--- src/chain_pkg.sv ---
// Constants shared by the multidrop serial card addressing logic.
package chain_pkg;
  localparam logic [7:0] CH_CTRL_A = 8'h01;
  localparam logic [7:0] CH_CTRL_B = 8'h02;
  localparam logic [7:0] CH_CTRL_C = 8'h03;
  localparam logic [7:0] CH_CTRL_D = 8'h04;
  localparam logic [7:0] CH_CTRL_E = 8'h05;
  localparam logic [7:0] CH_CTRL_F = 8'h06;
  localparam logic [7:0] CH_CTRL_G = 8'h07;
  localparam logic [7:0] CH_BELL = 8'h07;
  localparam logic [7:0] CH_BS = 8'h08;
  localparam logic [7:0] CH_CTRL_I = 8'h09;
  localparam logic [7:0] CH_CTRL_K = 8'h0b;
  localparam logic [7:0] CH_CR = 8'h0d;
  localparam logic [7:0] CH_CTRL_P = 8'h10;
  localparam logic [7:0] CH_CTRL_Q = 8'h11;
  localparam logic [7:0] CH_CTRL_R = 8'h12;
  localparam logic [7:0] CH_CTRL_S = 8'h13;
  localparam logic [7:0] CH_CTRL_T = 8'h14;
  localparam logic [7:0] CH_CTRL_V = 8'h16;
  localparam logic [7:0] CH_CTRL_W = 8'h17;
  localparam logic [7:0] CH_CTRL_X = 8'h18;
  localparam logic [7:0] CH_CTRL_Y = 8'h19;
  localparam logic [7:0] CH_CTRL_Z = 8'h1a;
  localparam logic [7:0] CH_SELECT = 8'h40;
  localparam logic [7:0] CH_CTRL_LIMIT = 8'h20;
  localparam logic [7:0] CH_QUERY = 8'h3f;
  localparam logic [1:0] CHAIN_MODE_CTS = 2'h2;
  localparam logic [1:0] CHAIN_MODE_NOCTS = 2'h3;
  localparam int LINE_DEPTH = 32;
  localparam int LINE_AW = 5;
  localparam logic [3:0] CARD_ZERO = 4'h0;
  localparam logic [LINE_AW:0] LINE_LEN_RESET = 6'h00;
endpackage : chain_pkg

--- src/char_classify.sv ---
// Combinational classifier of one received character.
`timescale 1ns/100ps
module char_classify
  import chain_pkg::*;
(
  // Character in.
  input wire logic [7:0] ch,
  // Classes out.
  output logic is_ctrl,
  output logic is_bcast,
  output logic is_reply,
  output logic is_hex,
  output logic [3:0] hex_val
);
  // ASCII control decode
  always_comb
  begin
    is_ctrl = (ch < CH_CTRL_LIMIT);
    is_bcast = 1'b0;
    is_reply = 1'b0;
    unique case (ch)
      CH_CTRL_A, CH_CTRL_D, CH_CTRL_I, CH_CTRL_K, CH_CR, CH_CTRL_Q,
      CH_CTRL_R, CH_CTRL_S, CH_CTRL_W, CH_CTRL_X, CH_CTRL_Z: is_bcast = 1'b1;
      CH_CTRL_B, CH_CTRL_C, CH_CTRL_E, CH_CTRL_F, CH_CTRL_G, CH_CTRL_P,
      CH_CTRL_V, CH_CTRL_Y: is_reply = 1'b1;
      default: ;
    endcase
    is_hex = 1'b1;
    hex_val = 4'h0;
    if (ch >= 8'h30 && ch <= 8'h39)
      hex_val = 4'(ch - 8'h30);
    else if (ch >= 8'h41 && ch <= 8'h46)
      hex_val = 4'(ch - 8'h37);
    else if (ch >= 8'h61 && ch <= 8'h66)
      hex_val = 4'(ch - 8'h57);
    else
      is_hex = 1'b0;
  end
endmodule : char_classify

--- src/card_addressing.sv ---
// Per-card command interpreter for a shared multidrop serial line.
`timescale 1ns/100ps
// What this block does
// Broadcast select: all cards collect alphanumerics.
// Broadcast: only card zero drives replies.
// Broadcast query: card zero rings bell.
// Buffered line waits for carriage return.
// Host queries one card per line.
// Reset in chain modes 2 and 3: card zero addressed, others not.
// No-reply control characters reach every card.
// Carriage return executes each collected line.
// Empty line at return is no-op.
// Reply control characters: addressed card only.
// Broadcast mode rejects reply control characters.
// Reply controls use last completed address.
// Host sends return before reply controls.
// Backspace erases back to last return.
// Backspace also cancels pending select.
// Never echo; reject duplex toggle.
// Select prefix plus hex digit addresses card.
// Unaddressed: ignore alphanumerics except the one completing a select, release outputs.
// Chain mode three ignores clear-to-send.
// Control characters by ASCII, never stored.
// Pending address becomes active at return.
module card_addressing
  import chain_pkg::*;
(
  // Clock and reset.
  input wire logic clk,
  input wire logic rstn,
  // Configuration straps and chain mode.
  input wire logic [3:0] card_num,
  input wire logic [1:0] chain_mode_variable,
  // Received character stream.
  input wire logic rx_valid,
  input wire logic [7:0] rx_char,
  // Handshake from the host, asynchronous pin.
  input wire logic cts_pin,
  // Reply character stream from the card's core.
  input wire logic reply_valid,
  input wire logic [7:0] reply_char,
  // Serial reply and handshake pins.
  output logic tx_valid,
  output logic [7:0] tx_char,
  output logic tx_oe,
  output logic hs_oe,
  output logic tx_hold,
  // Execution strobes toward the core.
  output logic exec_line,
  output logic exec_nop,
  output logic [7:0] exec_len,
  output logic ctrl_exec,
  output logic [7:0] ctrl_char,
  // Addressing state.
  output logic addressed,
  output logic bcast_mode,
  // Line buffer read port.
  input wire logic [LINE_AW-1:0] line_rd_idx,
  output logic [7:0] line_rd_data
);
  typedef enum logic [2:0] {
    ST_IDLE = 3'b001,
    ST_PREFIX = 3'b010,
    ST_DIGIT = 3'b100
  } sel_e;
  sel_e sel_r;
  logic is_ctrl, is_bcast, is_reply, is_hex;
  logic [3:0] hex_val;
  logic [7:0] line_r [LINE_DEPTH];
  logic [LINE_AW:0] len_r;
  logic [LINE_AW:0] sel_pos_r;
  logic addressed_r, bcast_r, boot_r;
  logic pend_valid_r, pend_bcast_r;
  logic [3:0] pend_num_r;
  logic cts_s1_r, cts_s2_r;
  logic alnum, cr_evt, bs_evt;
  logic pend_sel_nxt, pend_bc_nxt;
  char_classify u_cls (
    .ch(rx_char),
    .is_ctrl(is_ctrl),
    .is_bcast(is_bcast),
    .is_reply(is_reply),
    .is_hex(is_hex),
    .hex_val(hex_val)
  );
  assign alnum = rx_valid && !is_ctrl;
  assign cr_evt = rx_valid && rx_char == CH_CR;
  assign bs_evt = rx_valid && rx_char == CH_BS;
  // Select decode
  always_comb
  begin
    pend_sel_nxt = 1'b0;
    pend_bc_nxt = 1'b0;
    if (alnum && sel_r == ST_PREFIX)
    begin
      pend_sel_nxt = (rx_char == CH_SELECT) || is_hex;
      pend_bc_nxt = (rx_char == CH_SELECT);
    end
  end

  // Select parser tracks prefix; the stream is watched even when unaddressed.
  always_ff @(posedge clk or negedge rstn)
  begin
    if (!rstn)
      sel_r <= ST_IDLE;
    else if (cr_evt || bs_evt)
      sel_r <= ST_IDLE;
    else if (alnum)
    begin
      if (sel_r == ST_PREFIX)
        sel_r <= pend_sel_nxt ? ST_DIGIT : ST_IDLE;
      else
        sel_r <= (rx_char == CH_SELECT) ? ST_PREFIX : ST_IDLE;
    end
  end

  // Pending select capture
  always_ff @(posedge clk or negedge rstn)
  begin
    if (!rstn)
    begin
      pend_valid_r <= 1'b0;
      pend_bcast_r <= 1'b0;
      pend_num_r <= CARD_ZERO;
      sel_pos_r <= LINE_LEN_RESET;
    end
    else if (cr_evt)
      pend_valid_r <= 1'b0;
    // Erase cancels select
    else if (bs_evt && pend_valid_r && len_r <= sel_pos_r)
      pend_valid_r <= 1'b0;
    else if (pend_sel_nxt)
    begin
      pend_valid_r <= 1'b1;
      pend_bcast_r <= pend_bc_nxt;
      pend_num_r <= hex_val;
      sel_pos_r <= len_r + 1'b1;
    end
  end

  // Reset address state
  always_ff @(posedge clk or negedge rstn)
  begin
    if (!rstn)
    begin
      addressed_r <= 1'b0;
      bcast_r <= 1'b0;
    end
    else if (!(chain_mode_variable == CHAIN_MODE_CTS || chain_mode_variable == CHAIN_MODE_NOCTS))
    begin
      addressed_r <= 1'b1;
      bcast_r <= 1'b0;
    end
    else if (boot_r)
      addressed_r <= (card_num == CARD_ZERO);
    // Activate at return
    else if (cr_evt && pend_valid_r)
    begin
      addressed_r <= pend_bcast_r || (pend_num_r == card_num);
      bcast_r <= pend_bcast_r;
    end
  end

  // Strap caught after release
  always_ff @(posedge clk or negedge rstn)
  begin
    if (!rstn)
      boot_r <= 1'b1;
    else
      boot_r <= 1'b0;
  end
  wire boot_addr = boot_r && card_num == CARD_ZERO;
  wire is_addr = boot_r ? boot_addr : addressed_r;
  // Broadcast query never stored
  wire store_ok = alnum && (is_addr || pend_sel_nxt) && !(bcast_r && rx_char == CH_QUERY)
                  && len_r < (LINE_AW+1)'(LINE_DEPTH);

  // Alphanumerics only when addressed or when the character completes a select
  // Broadcast cards collect too
  // Backspace trims to last return
  // Control characters not stored
  always_ff @(posedge clk or negedge rstn)
  begin
    if (!rstn)
      len_r <= LINE_LEN_RESET;
    else if (cr_evt)
      len_r <= LINE_LEN_RESET;
    else if (bs_evt && len_r != LINE_LEN_RESET)
      len_r <= len_r - 1'b1;
    else if (store_ok)
      len_r <= len_r + 1'b1;
  end

  always_ff @(posedge clk)
  begin
    if (store_ok)
      line_r[len_r[LINE_AW-1:0]] <= rx_char;
  end
  assign line_rd_data = line_r[line_rd_idx];

  // Execute only on return
  // Every card executes line
  // Empty line is no-op
  always_ff @(posedge clk or negedge rstn)
  begin
    if (!rstn)
    begin
      exec_line <= 1'b0;
      exec_nop <= 1'b0;
      exec_len <= 8'h00;
    end
    else
    begin
      exec_line <= cr_evt && len_r != LINE_LEN_RESET;
      exec_nop <= cr_evt && len_r == LINE_LEN_RESET;
      if (cr_evt)
        exec_len <= 8'(len_r);
    end
  end

  // Broadcast controls everywhere
  // Reply controls addressed only
  // Broadcast rejects reply controls
  // Uses completed address
  // Duplex toggle rejected
  always_ff @(posedge clk or negedge rstn)
  begin
    if (!rstn)
    begin
      ctrl_exec <= 1'b0;
      ctrl_char <= 8'h00;
    end
    else
    begin
      ctrl_exec <= rx_valid && ((is_bcast && rx_char != CH_CR)
                   || (is_reply && is_addr && !bcast_r));
      if (rx_valid && is_ctrl)
        ctrl_char <= rx_char;
    end
  end

  // Two flops on the asynchronous clear-to-send pin.
  always_ff @(posedge clk or negedge rstn)
  begin
    if (!rstn)
    begin
      cts_s1_r <= 1'b1;
      cts_s2_r <= 1'b1;
    end
    else
    begin
      cts_s1_r <= cts_pin;
      cts_s2_r <= cts_s1_r;
    end
  end

  // Only card zero answers broadcast
  // Bell for broadcast query
  // No echo of received characters
  // Release outputs when unaddressed
  // Mode three ignores clear-to-send
  wire drive_ok = is_addr && (!bcast_r || card_num == CARD_ZERO);
  wire bell_evt = bcast_r && card_num == CARD_ZERO && alnum && rx_char == CH_QUERY;
  always_ff @(posedge clk or negedge rstn)
  begin
    if (!rstn)
    begin
      tx_valid <= 1'b0;
      tx_char <= 8'h00;
      tx_oe <= 1'b0;
      hs_oe <= 1'b0;
      tx_hold <= 1'b0;
    end
    else
    begin
      tx_oe <= drive_ok;
      hs_oe <= drive_ok;
      tx_hold <= drive_ok && chain_mode_variable != CHAIN_MODE_NOCTS && !cts_s2_r;
      tx_valid <= bell_evt || (drive_ok && !bcast_r && reply_valid);
      tx_char <= bell_evt ? CH_BELL : reply_char;
    end
  end

  always_ff @(posedge clk or negedge rstn)
  begin
    if (!rstn)
    begin
      addressed <= 1'b0;
      bcast_mode <= 1'b0;
    end
    else
    begin
      addressed <= is_addr;
      bcast_mode <= bcast_r;
    end
  end

  property p_bcast_no_reply;
    @(posedge clk) disable iff (!rstn) (rx_valid && is_reply && bcast_r) |=> !ctrl_exec;
  endproperty
  a_bcast_no_reply: assert property (p_bcast_no_reply) else $error("reply control ran in broadcast");
  property p_bcast_ctrl;
    @(posedge clk) disable iff (!rstn) (rx_valid && is_bcast && rx_char != CH_CR) |=> ctrl_exec;
  endproperty
  a_bcast_ctrl: assert property (p_bcast_ctrl) else $error("broadcast control dropped");
  property p_cr_exec;
    @(posedge clk) disable iff (!rstn) cr_evt |=> (exec_line ^ exec_nop);
  endproperty
  a_cr_exec: assert property (p_cr_exec) else $error("return not executed");
  property p_nop;
    @(posedge clk) disable iff (!rstn) (cr_evt && len_r == LINE_LEN_RESET) |=> exec_nop;
  endproperty
  a_nop: assert property (p_nop) else $error("empty line not no-op");
  property p_no_early_exec;
    @(posedge clk) disable iff (!rstn) !$past(cr_evt) |-> !exec_line;
  endproperty
  a_no_early_exec: assert property (p_no_early_exec) else $error("line ran before return");
  property p_only_zero;
    @(posedge clk) disable iff (!rstn) (bcast_r && card_num != CARD_ZERO) |=> !tx_oe;
  endproperty
  a_only_zero: assert property (p_only_zero) else $error("nonzero card drove in broadcast");
  property p_bell;
    @(posedge clk) disable iff (!rstn) bell_evt |=> (tx_valid && tx_char == CH_BELL);
  endproperty
  a_bell: assert property (p_bell) else $error("no bell for broadcast query");
  property p_bs;
    @(posedge clk) disable iff (!rstn) (bs_evt && len_r != LINE_LEN_RESET) |=> len_r == $past(len_r) - 1'b1;
  endproperty
  a_bs: assert property (p_bs) else $error("backspace did not erase");
  property p_unaddr;
    @(posedge clk) disable iff (!rstn) (!is_addr && !pend_sel_nxt && alnum && !cr_evt) |=> $stable(len_r);
  endproperty
  a_unaddr: assert property (p_unaddr) else $error("unaddressed card stored");
  c_bcast: cover property (@(posedge clk) disable iff (!rstn) $rose(bcast_r));
  c_bell: cover property (@(posedge clk) disable iff (!rstn) bell_evt);
  c_exec: cover property (@(posedge clk) disable iff (!rstn) exec_line);
  c_readdr: cover property (@(posedge clk) disable iff (!rstn) $fell(addressed_r));
endmodule : card_addressing

--- config.mk ---
export PLATFORM = sky130hd
export DESIGN_NAME = card_addressing
export DESIGN_NICKNAME = d
export VERILOG_FILES = /design/src/chain_pkg.sv /design/src/char_classify.sv /design/src/card_addressing.sv
export SDC_FILE = /design/constraint.sdc
export NUM_CORES = 1
export LEC_CHECK = 0
export BUFFER_PORTS_ARGS = -buffer_cell sky130_fd_sc_hd__buf_2
export CORE_ASPECT_RATIO = 1.5
export CORE_MARGIN = 3
export CORE_UTILIZATION = 65
export CTS_CLUSTER_DIAMETER = 30
export DETAILED_ROUTE_END_ITERATION = 16
export GPL_ROUTABILITY_DRIVEN = 0
export PLACE_DENSITY_LB_ADDON = 0.12
export SYNTH_ARGS = -nofsm -noshare
export SYNTH_HDL_FRONTEND = slang
export SYNTH_SLANG_ARGS = --single-unit
--- constraint.sdc ---
create_clock -name clk -period 7.4 [get_ports clk]
set_clock_uncertainty 0.15 [all_clocks]
set_input_delay 0.74 -clock clk [delete_from_list [all_inputs] [get_ports clk]]
set_output_delay 0.74 -clock clk [all_outputs]
set_load 0.05 [all_outputs]
# Yosys cells after proc, flatten, opt, wreduce, memory -nomap -nowiden
# Memories as Yosys holds them, arrays and structs flattened.
# Cells that the tools add are included.
# totals
reg_bits	56
ramBits	256
in_bits	32
wordCells	154
memories	1
# op_classes
add_sub_neg	5
n_lt_le_gt_ge	9
eq_ne	31
mux	31
bitwise_logic	2
n_reduce_logical	53
# mem_list
memory	depth	word_bits	rd	rd_clocked_by_memory_dff	wr	line_no	rtl
line_r	32	8	1	0	1	card_addressing.sv:69	logic [7:0] line_r [LINE_DEPTH];
# ops
cell	n
equality test 8 x 5 -> 1 bit (second input constant)	9
equality test 8 x 3 -> 1 bit (second input constant)	4
equality test 8 x 4 -> 1 bit (second input constant)	4
logical AND 1 bit	31
2-to-1 mux 1 bit	19
2-to-1 mux 6 bit	3
equality test 8 x 2 -> 1 bit (second input constant)	2
greater-or-equal comparator 8 x 7 -> 1 bit (second input constant)	2
less-or-equal comparator 8 x 7 -> 1 bit (second input constant)	2
2-to-1 mux 3 bit	4
2-to-1 mux 4 bit	3
OR reduction 11 bit	1
equality test 8 x 1 -> 1 bit (second input constant)	1
equality test 8 x 6 -> 1 bit (second input constant)	1
equality test 8 x 7 -> 1 bit (second input constant)	1
greater-or-equal comparator 8 x 6 -> 1 bit (second input constant)	1
less-or-equal comparator 8 x 6 -> 1 bit (second input constant)	1
logical OR 1 bit	8
< comparator 8 x 6 -> 1 bit (second input constant)	1
2-to-1 mux 8 bit	1
!= test 8 x 4 -> 1 bit (second input constant)	1
OR reduction 8 bit	1
subtractor 4 x 3 -> 4 bit (second input constant)	2
adder 6 x 1 -> 6 bit (second input constant)	1
other kinds (20)	27

# Depth between registers and ports, before layout
# depth
word_depth	14
depth_mapped	10

# Modules after synthesis
# A second synthesis with hierarchy kept.
# hier_totals
hier_cells	703
hier_area_um2	12928.6
# by_module_without_submodules
module	n_inst	cells_each	area_per_inst_um2
card_addressing	1	659	12595.8
char_classify	1	44	332.8

# Worst setup path before layout
# No wires, ideal clock.
# synth_path
path_type	input to output
start	input line_rd_idx[1]
end	output line_rd_data[0]
t_arrival_ns	2.561
slack_ns	3.949
stages	5
cell_sequence	clkbuf_1 > clkbuf_1 > mux4_2 > mux4_2 > mux2_2
# synth_between
elab_chain_len	1
# synth_rtl
item	line_no	rtl
start: declaration	card_addressing.sv:58	input wire logic [LINE_AW-1:0] line_rd_idx,
memory read (32 x 8 bit)	n/a	
end: declaration	card_addressing.sv:59	output logic [7:0] line_rd_data
# No other way between the ends.

# Worst setup path after layout
# layout_path
start	input line_rd_idx[0]
end	output line_rd_data[3]
# Same word-level chain as after synthesis.

==> impl_metrics.json <==
{
  "cts.sinks": 312,
  "number_of_max_capacitance_violations_reported": 0,
  "synth_cells": 690,
  "postCtsSetupBuffers": 0,
  "synth_async_sr_flop_share_pct": 17.9,
  "whs_ns": 0.180,
  "commonest_cells_after_routing_fill_and_taps_aside": "sky130_fd_sc_hd__edfxtp_1, sky130_fd_sc_hd__mux4_2, sky130_fd_sc_hd__buf_2",
  "worstPathArrival_ns": 3.59,
  "p_leak_nw": 5.22,
  "post_synthesis_sequential_element_count": 312,
  "design_area_sq_mm": 0.0147,
  "criticalPathCategory": "input port to primary output",
  "number_of_resized_instances_in_the_post_cts_repair_step": 0,
  "max-clock-path-buffers": 3,
  "multi_input_gate_area_sq_mm": 0.00342,
  "final_wirelength_mm": 28.6,
  "post_synth_num_cell_types": 60,
  "post_route_cells_drive_above_1_share_pct": 32.5,
  "tritoncts.num_buffers": 42,
  "die-width_um": 120,
  "tritoncts": "done",
  "via_count": 6828,
  "detailedPlace.worstSlack_ns": 2.76,
  "regToRegSetupSlack_ns": 3.99,
  "grt_setup_unrepaired": "no",
  "dp.final_hpwl_mm": 16.9,
  "clkSlewWorstSetupHoldPaths_ns": 0.05,
  "startpoint_type": "input port",
  "std_cell_rows": 62,
  "seqCellArea_sq_mm": 0.00909,
  "synth_ff_type": "sky130_fd_sc_hd__edfxtp_1",
  "startpoint": "line_rd_idx[0]",
  "cts.root.buffer_cell": "sky130_fd_sc_hd__clkbuf_16",
  "timing.final.ws_setup_ns": 2.92,
  "layout.cells.non_filler": 1064,
  "timing.final.setup_violations": 0,
  "slew_viol_final": 0,
  "timing.critical_path.to_type": "primary output",
  "outcome": "finished, final reports clean",
  "routedWlPerCell_um": 26.9,
  "hold_viol": 0,
  "drt_first_iter_violations": 704,
  "antenna-diode-count": 0,
  "dieArea_sq_mm": 0.0214,
  "placedCellCount": 987,
  "antenna_found_initial": 0,
  "fill_cells": 1157,
  "post_dp_cell_area_sq_mm": 0.0133,
  "final_setup_tns_ns": 0,
  "cp_max_fo": 40,
  "grt_pass1_vias": 7240,
  "floorplan.die.height_um": 178,
  "area_inside_the_core_boundary_sq_mm": 0.0192,
  "drt_first_pass_iters": 5,
  "drtAntennaViolNets": 0,
  "clock_latency_ns": 0.52,
  "tightestPinTransition_ns": 1.14,
  "powerDensity_mw_per_mm2": 289,
  "worst_ep_required_time_ns": 6.51,
  "initial_utilization_pct": 66.3,
  "layout-area-overhead-vs-synth_pct": 15.0,
  "post-route-period-util_pct": 60.6,
  "grt_remaining_overflow": 0,
  "postLayoutCoreUtil_pct": 76.2,
  "total_of_buffers_placed_on_input_and_output_ports": 70,
  "timing.fmax_ghz": 0.223,
  "ctsHoldBuffers": 0,
  "synth.yosys.warnings": 0,
  "gr_util_all_layers_pct": 28.1,
  "mappedNetlistArea_sq_mm": 0.0127,
  "largest_net_degree_at_the_start_of_global_routing": 65,
  "layout_commonest_cell": "sky130_fd_sc_hd__edfxtp_1",
  "design_power_total_mw": 4.24,
  "first_pass_grt_wire_length_mm": 43.9,
  "worst_hold_path_type": "input port to flip-flop",
  "final_net_count": 823,
  "worst_ir_drop_vdd_mv": 0.212,
  "worst_slew_margin_rel_pct": 23.5,
  "crit-reg2reg-launch": "sel_r[2]",
  "synth_enable_flop_cells": 256,
  "finalWorstPathRequiredPeriod_ns": 4.48,
  "synth_sequential_area_ratio_pct": 71.3,
  "drt-vias-per-instance": 6.42,
  "syn_area_per_cell_sq_um": 18.5,
  "total_drc_errors_in_the_routed_layout": 0,
  "worst_min_delay_path_startpoint": "cts_pin",
  "io-pin-count": 73,
  "clock_tree.htree_level_count": 2
}
-- layer usage --
metal / track usage, % / part of all wire (%) / vias up
met5: 0 / 0 / -
met4: 9.74 / 3.4 / 0
met3: 4.97 / 7.7 / 70
met2: 49.2 / 54 / 327
met1: 36.0 / 35 / 3535
li1: - / - / 2896
-- state kept, by name (all words and copies together) (netlist names), 3 cells and up --
name	cells
len_r	6
tx_char	8
pend_num_r	4
sel_pos_r	6
exec_len	6
line_r	256
ctrl_char	8
sel_r	3
-- final timing paths --
kind,endpoint,depth (start not counted)
max,line_rd_data[3],6
min,cts_s1_r,1
max reg2reg,line_r[18][3],6
min reg2reg,cts_s2_r,0
max in group asynchronous,bcast_mode,2
min in group asynchronous,ctrl_char[7],2
-- kinds of logic (layout without fill, tap and decap cells) --
| group | count (synthesis) | after routing | share of synthesized area (%) |
|---|---|---|---|
| flops | 312 | 312 | 71.3 |
| simple gates | 147 | 147 | 6.06 |
| mux | 97 | 97 | 15.6 |
| compound gates | 54 | 54 | 2.74 |
| buf+inv | 52 | 168 | 1.89 |
| fa+ha+maj | 16 | 16 | 1.57 |
| xor+xnor | 11 | 11 | 0.756 |
| other cells | 1 | 3 | 0.0294 |
-- synthesized netlist by cell type (all sizes together) (2+ instances only) --
library cell | count | area (sq um)
o21bai | 2 | 15.0
a21o | 4 | 30.0
xor2 | 9 | 78.8
o311ai | 2 | 25.0
a21oi | 18 | 90.1
nor2 | 50 | 188
or2 | 4 | 25.0
and3 | 2 | 12.5
or3b | 3 | 26.3
xnor2 | 2 | 17.5
or3 | 2 | 12.5
nor3 | 4 | 20.0
a31oi | 4 | 25.0
nand2 | 34 | 138
nor4 | 7 | 58.8
o21ai | 10 | 50.1
nand3b | 3 | 22.5
a211oi | 2 | 15.0
clkbuf | 18 | 67.6
inv | 15 | 56.3
edfxtp | 256 | 7690
nor3b | 2 | 20.0
buf | 19 | 118
mux4 | 80 | 1800
dfstp | 4 | 105
o31ai | 2 | 15.0
dfrtp | 52 | 1300
and2 | 4 | 25.0
nand3 | 7 | 35.0
ha | 16 | 200
nor4b | 3 | 38.8
mux2 | 14 | 158
mux2i | 3 | 30.0
nand4 | 4 | 25.0
nor2b | 13 | 81.3
-- critical path: stages --
cell,delay (ns)
sky130_fd_sc_hd__buf_4,0.60
sky130_fd_sc_hd__buf_4,0.57
sky130_fd_sc_hd__mux4_2,0.58
sky130_fd_sc_hd__mux4_2,0.53
sky130_fd_sc_hd__mux2_2,0.32
sky130_fd_sc_hd__buf_2,0.22
-- power breakdown --
part	internal, mW	switching, mW
clock	1.16	0.768
sequential	1.93	0.0360
combinational	0.118	0.227
total	3.21	1.03
-- area by class of cell --
type                    count  area share [%]
flip-flops and latches    312            62.1
multi-input cells         328            23.3
clock buffers              45            7.39
repair buffers             76            2.72
well taps                 256            2.19
clock inverters            32            1.94
inverters                  15           0.384
No activity file was read; power rests on OpenSTA's default activity.
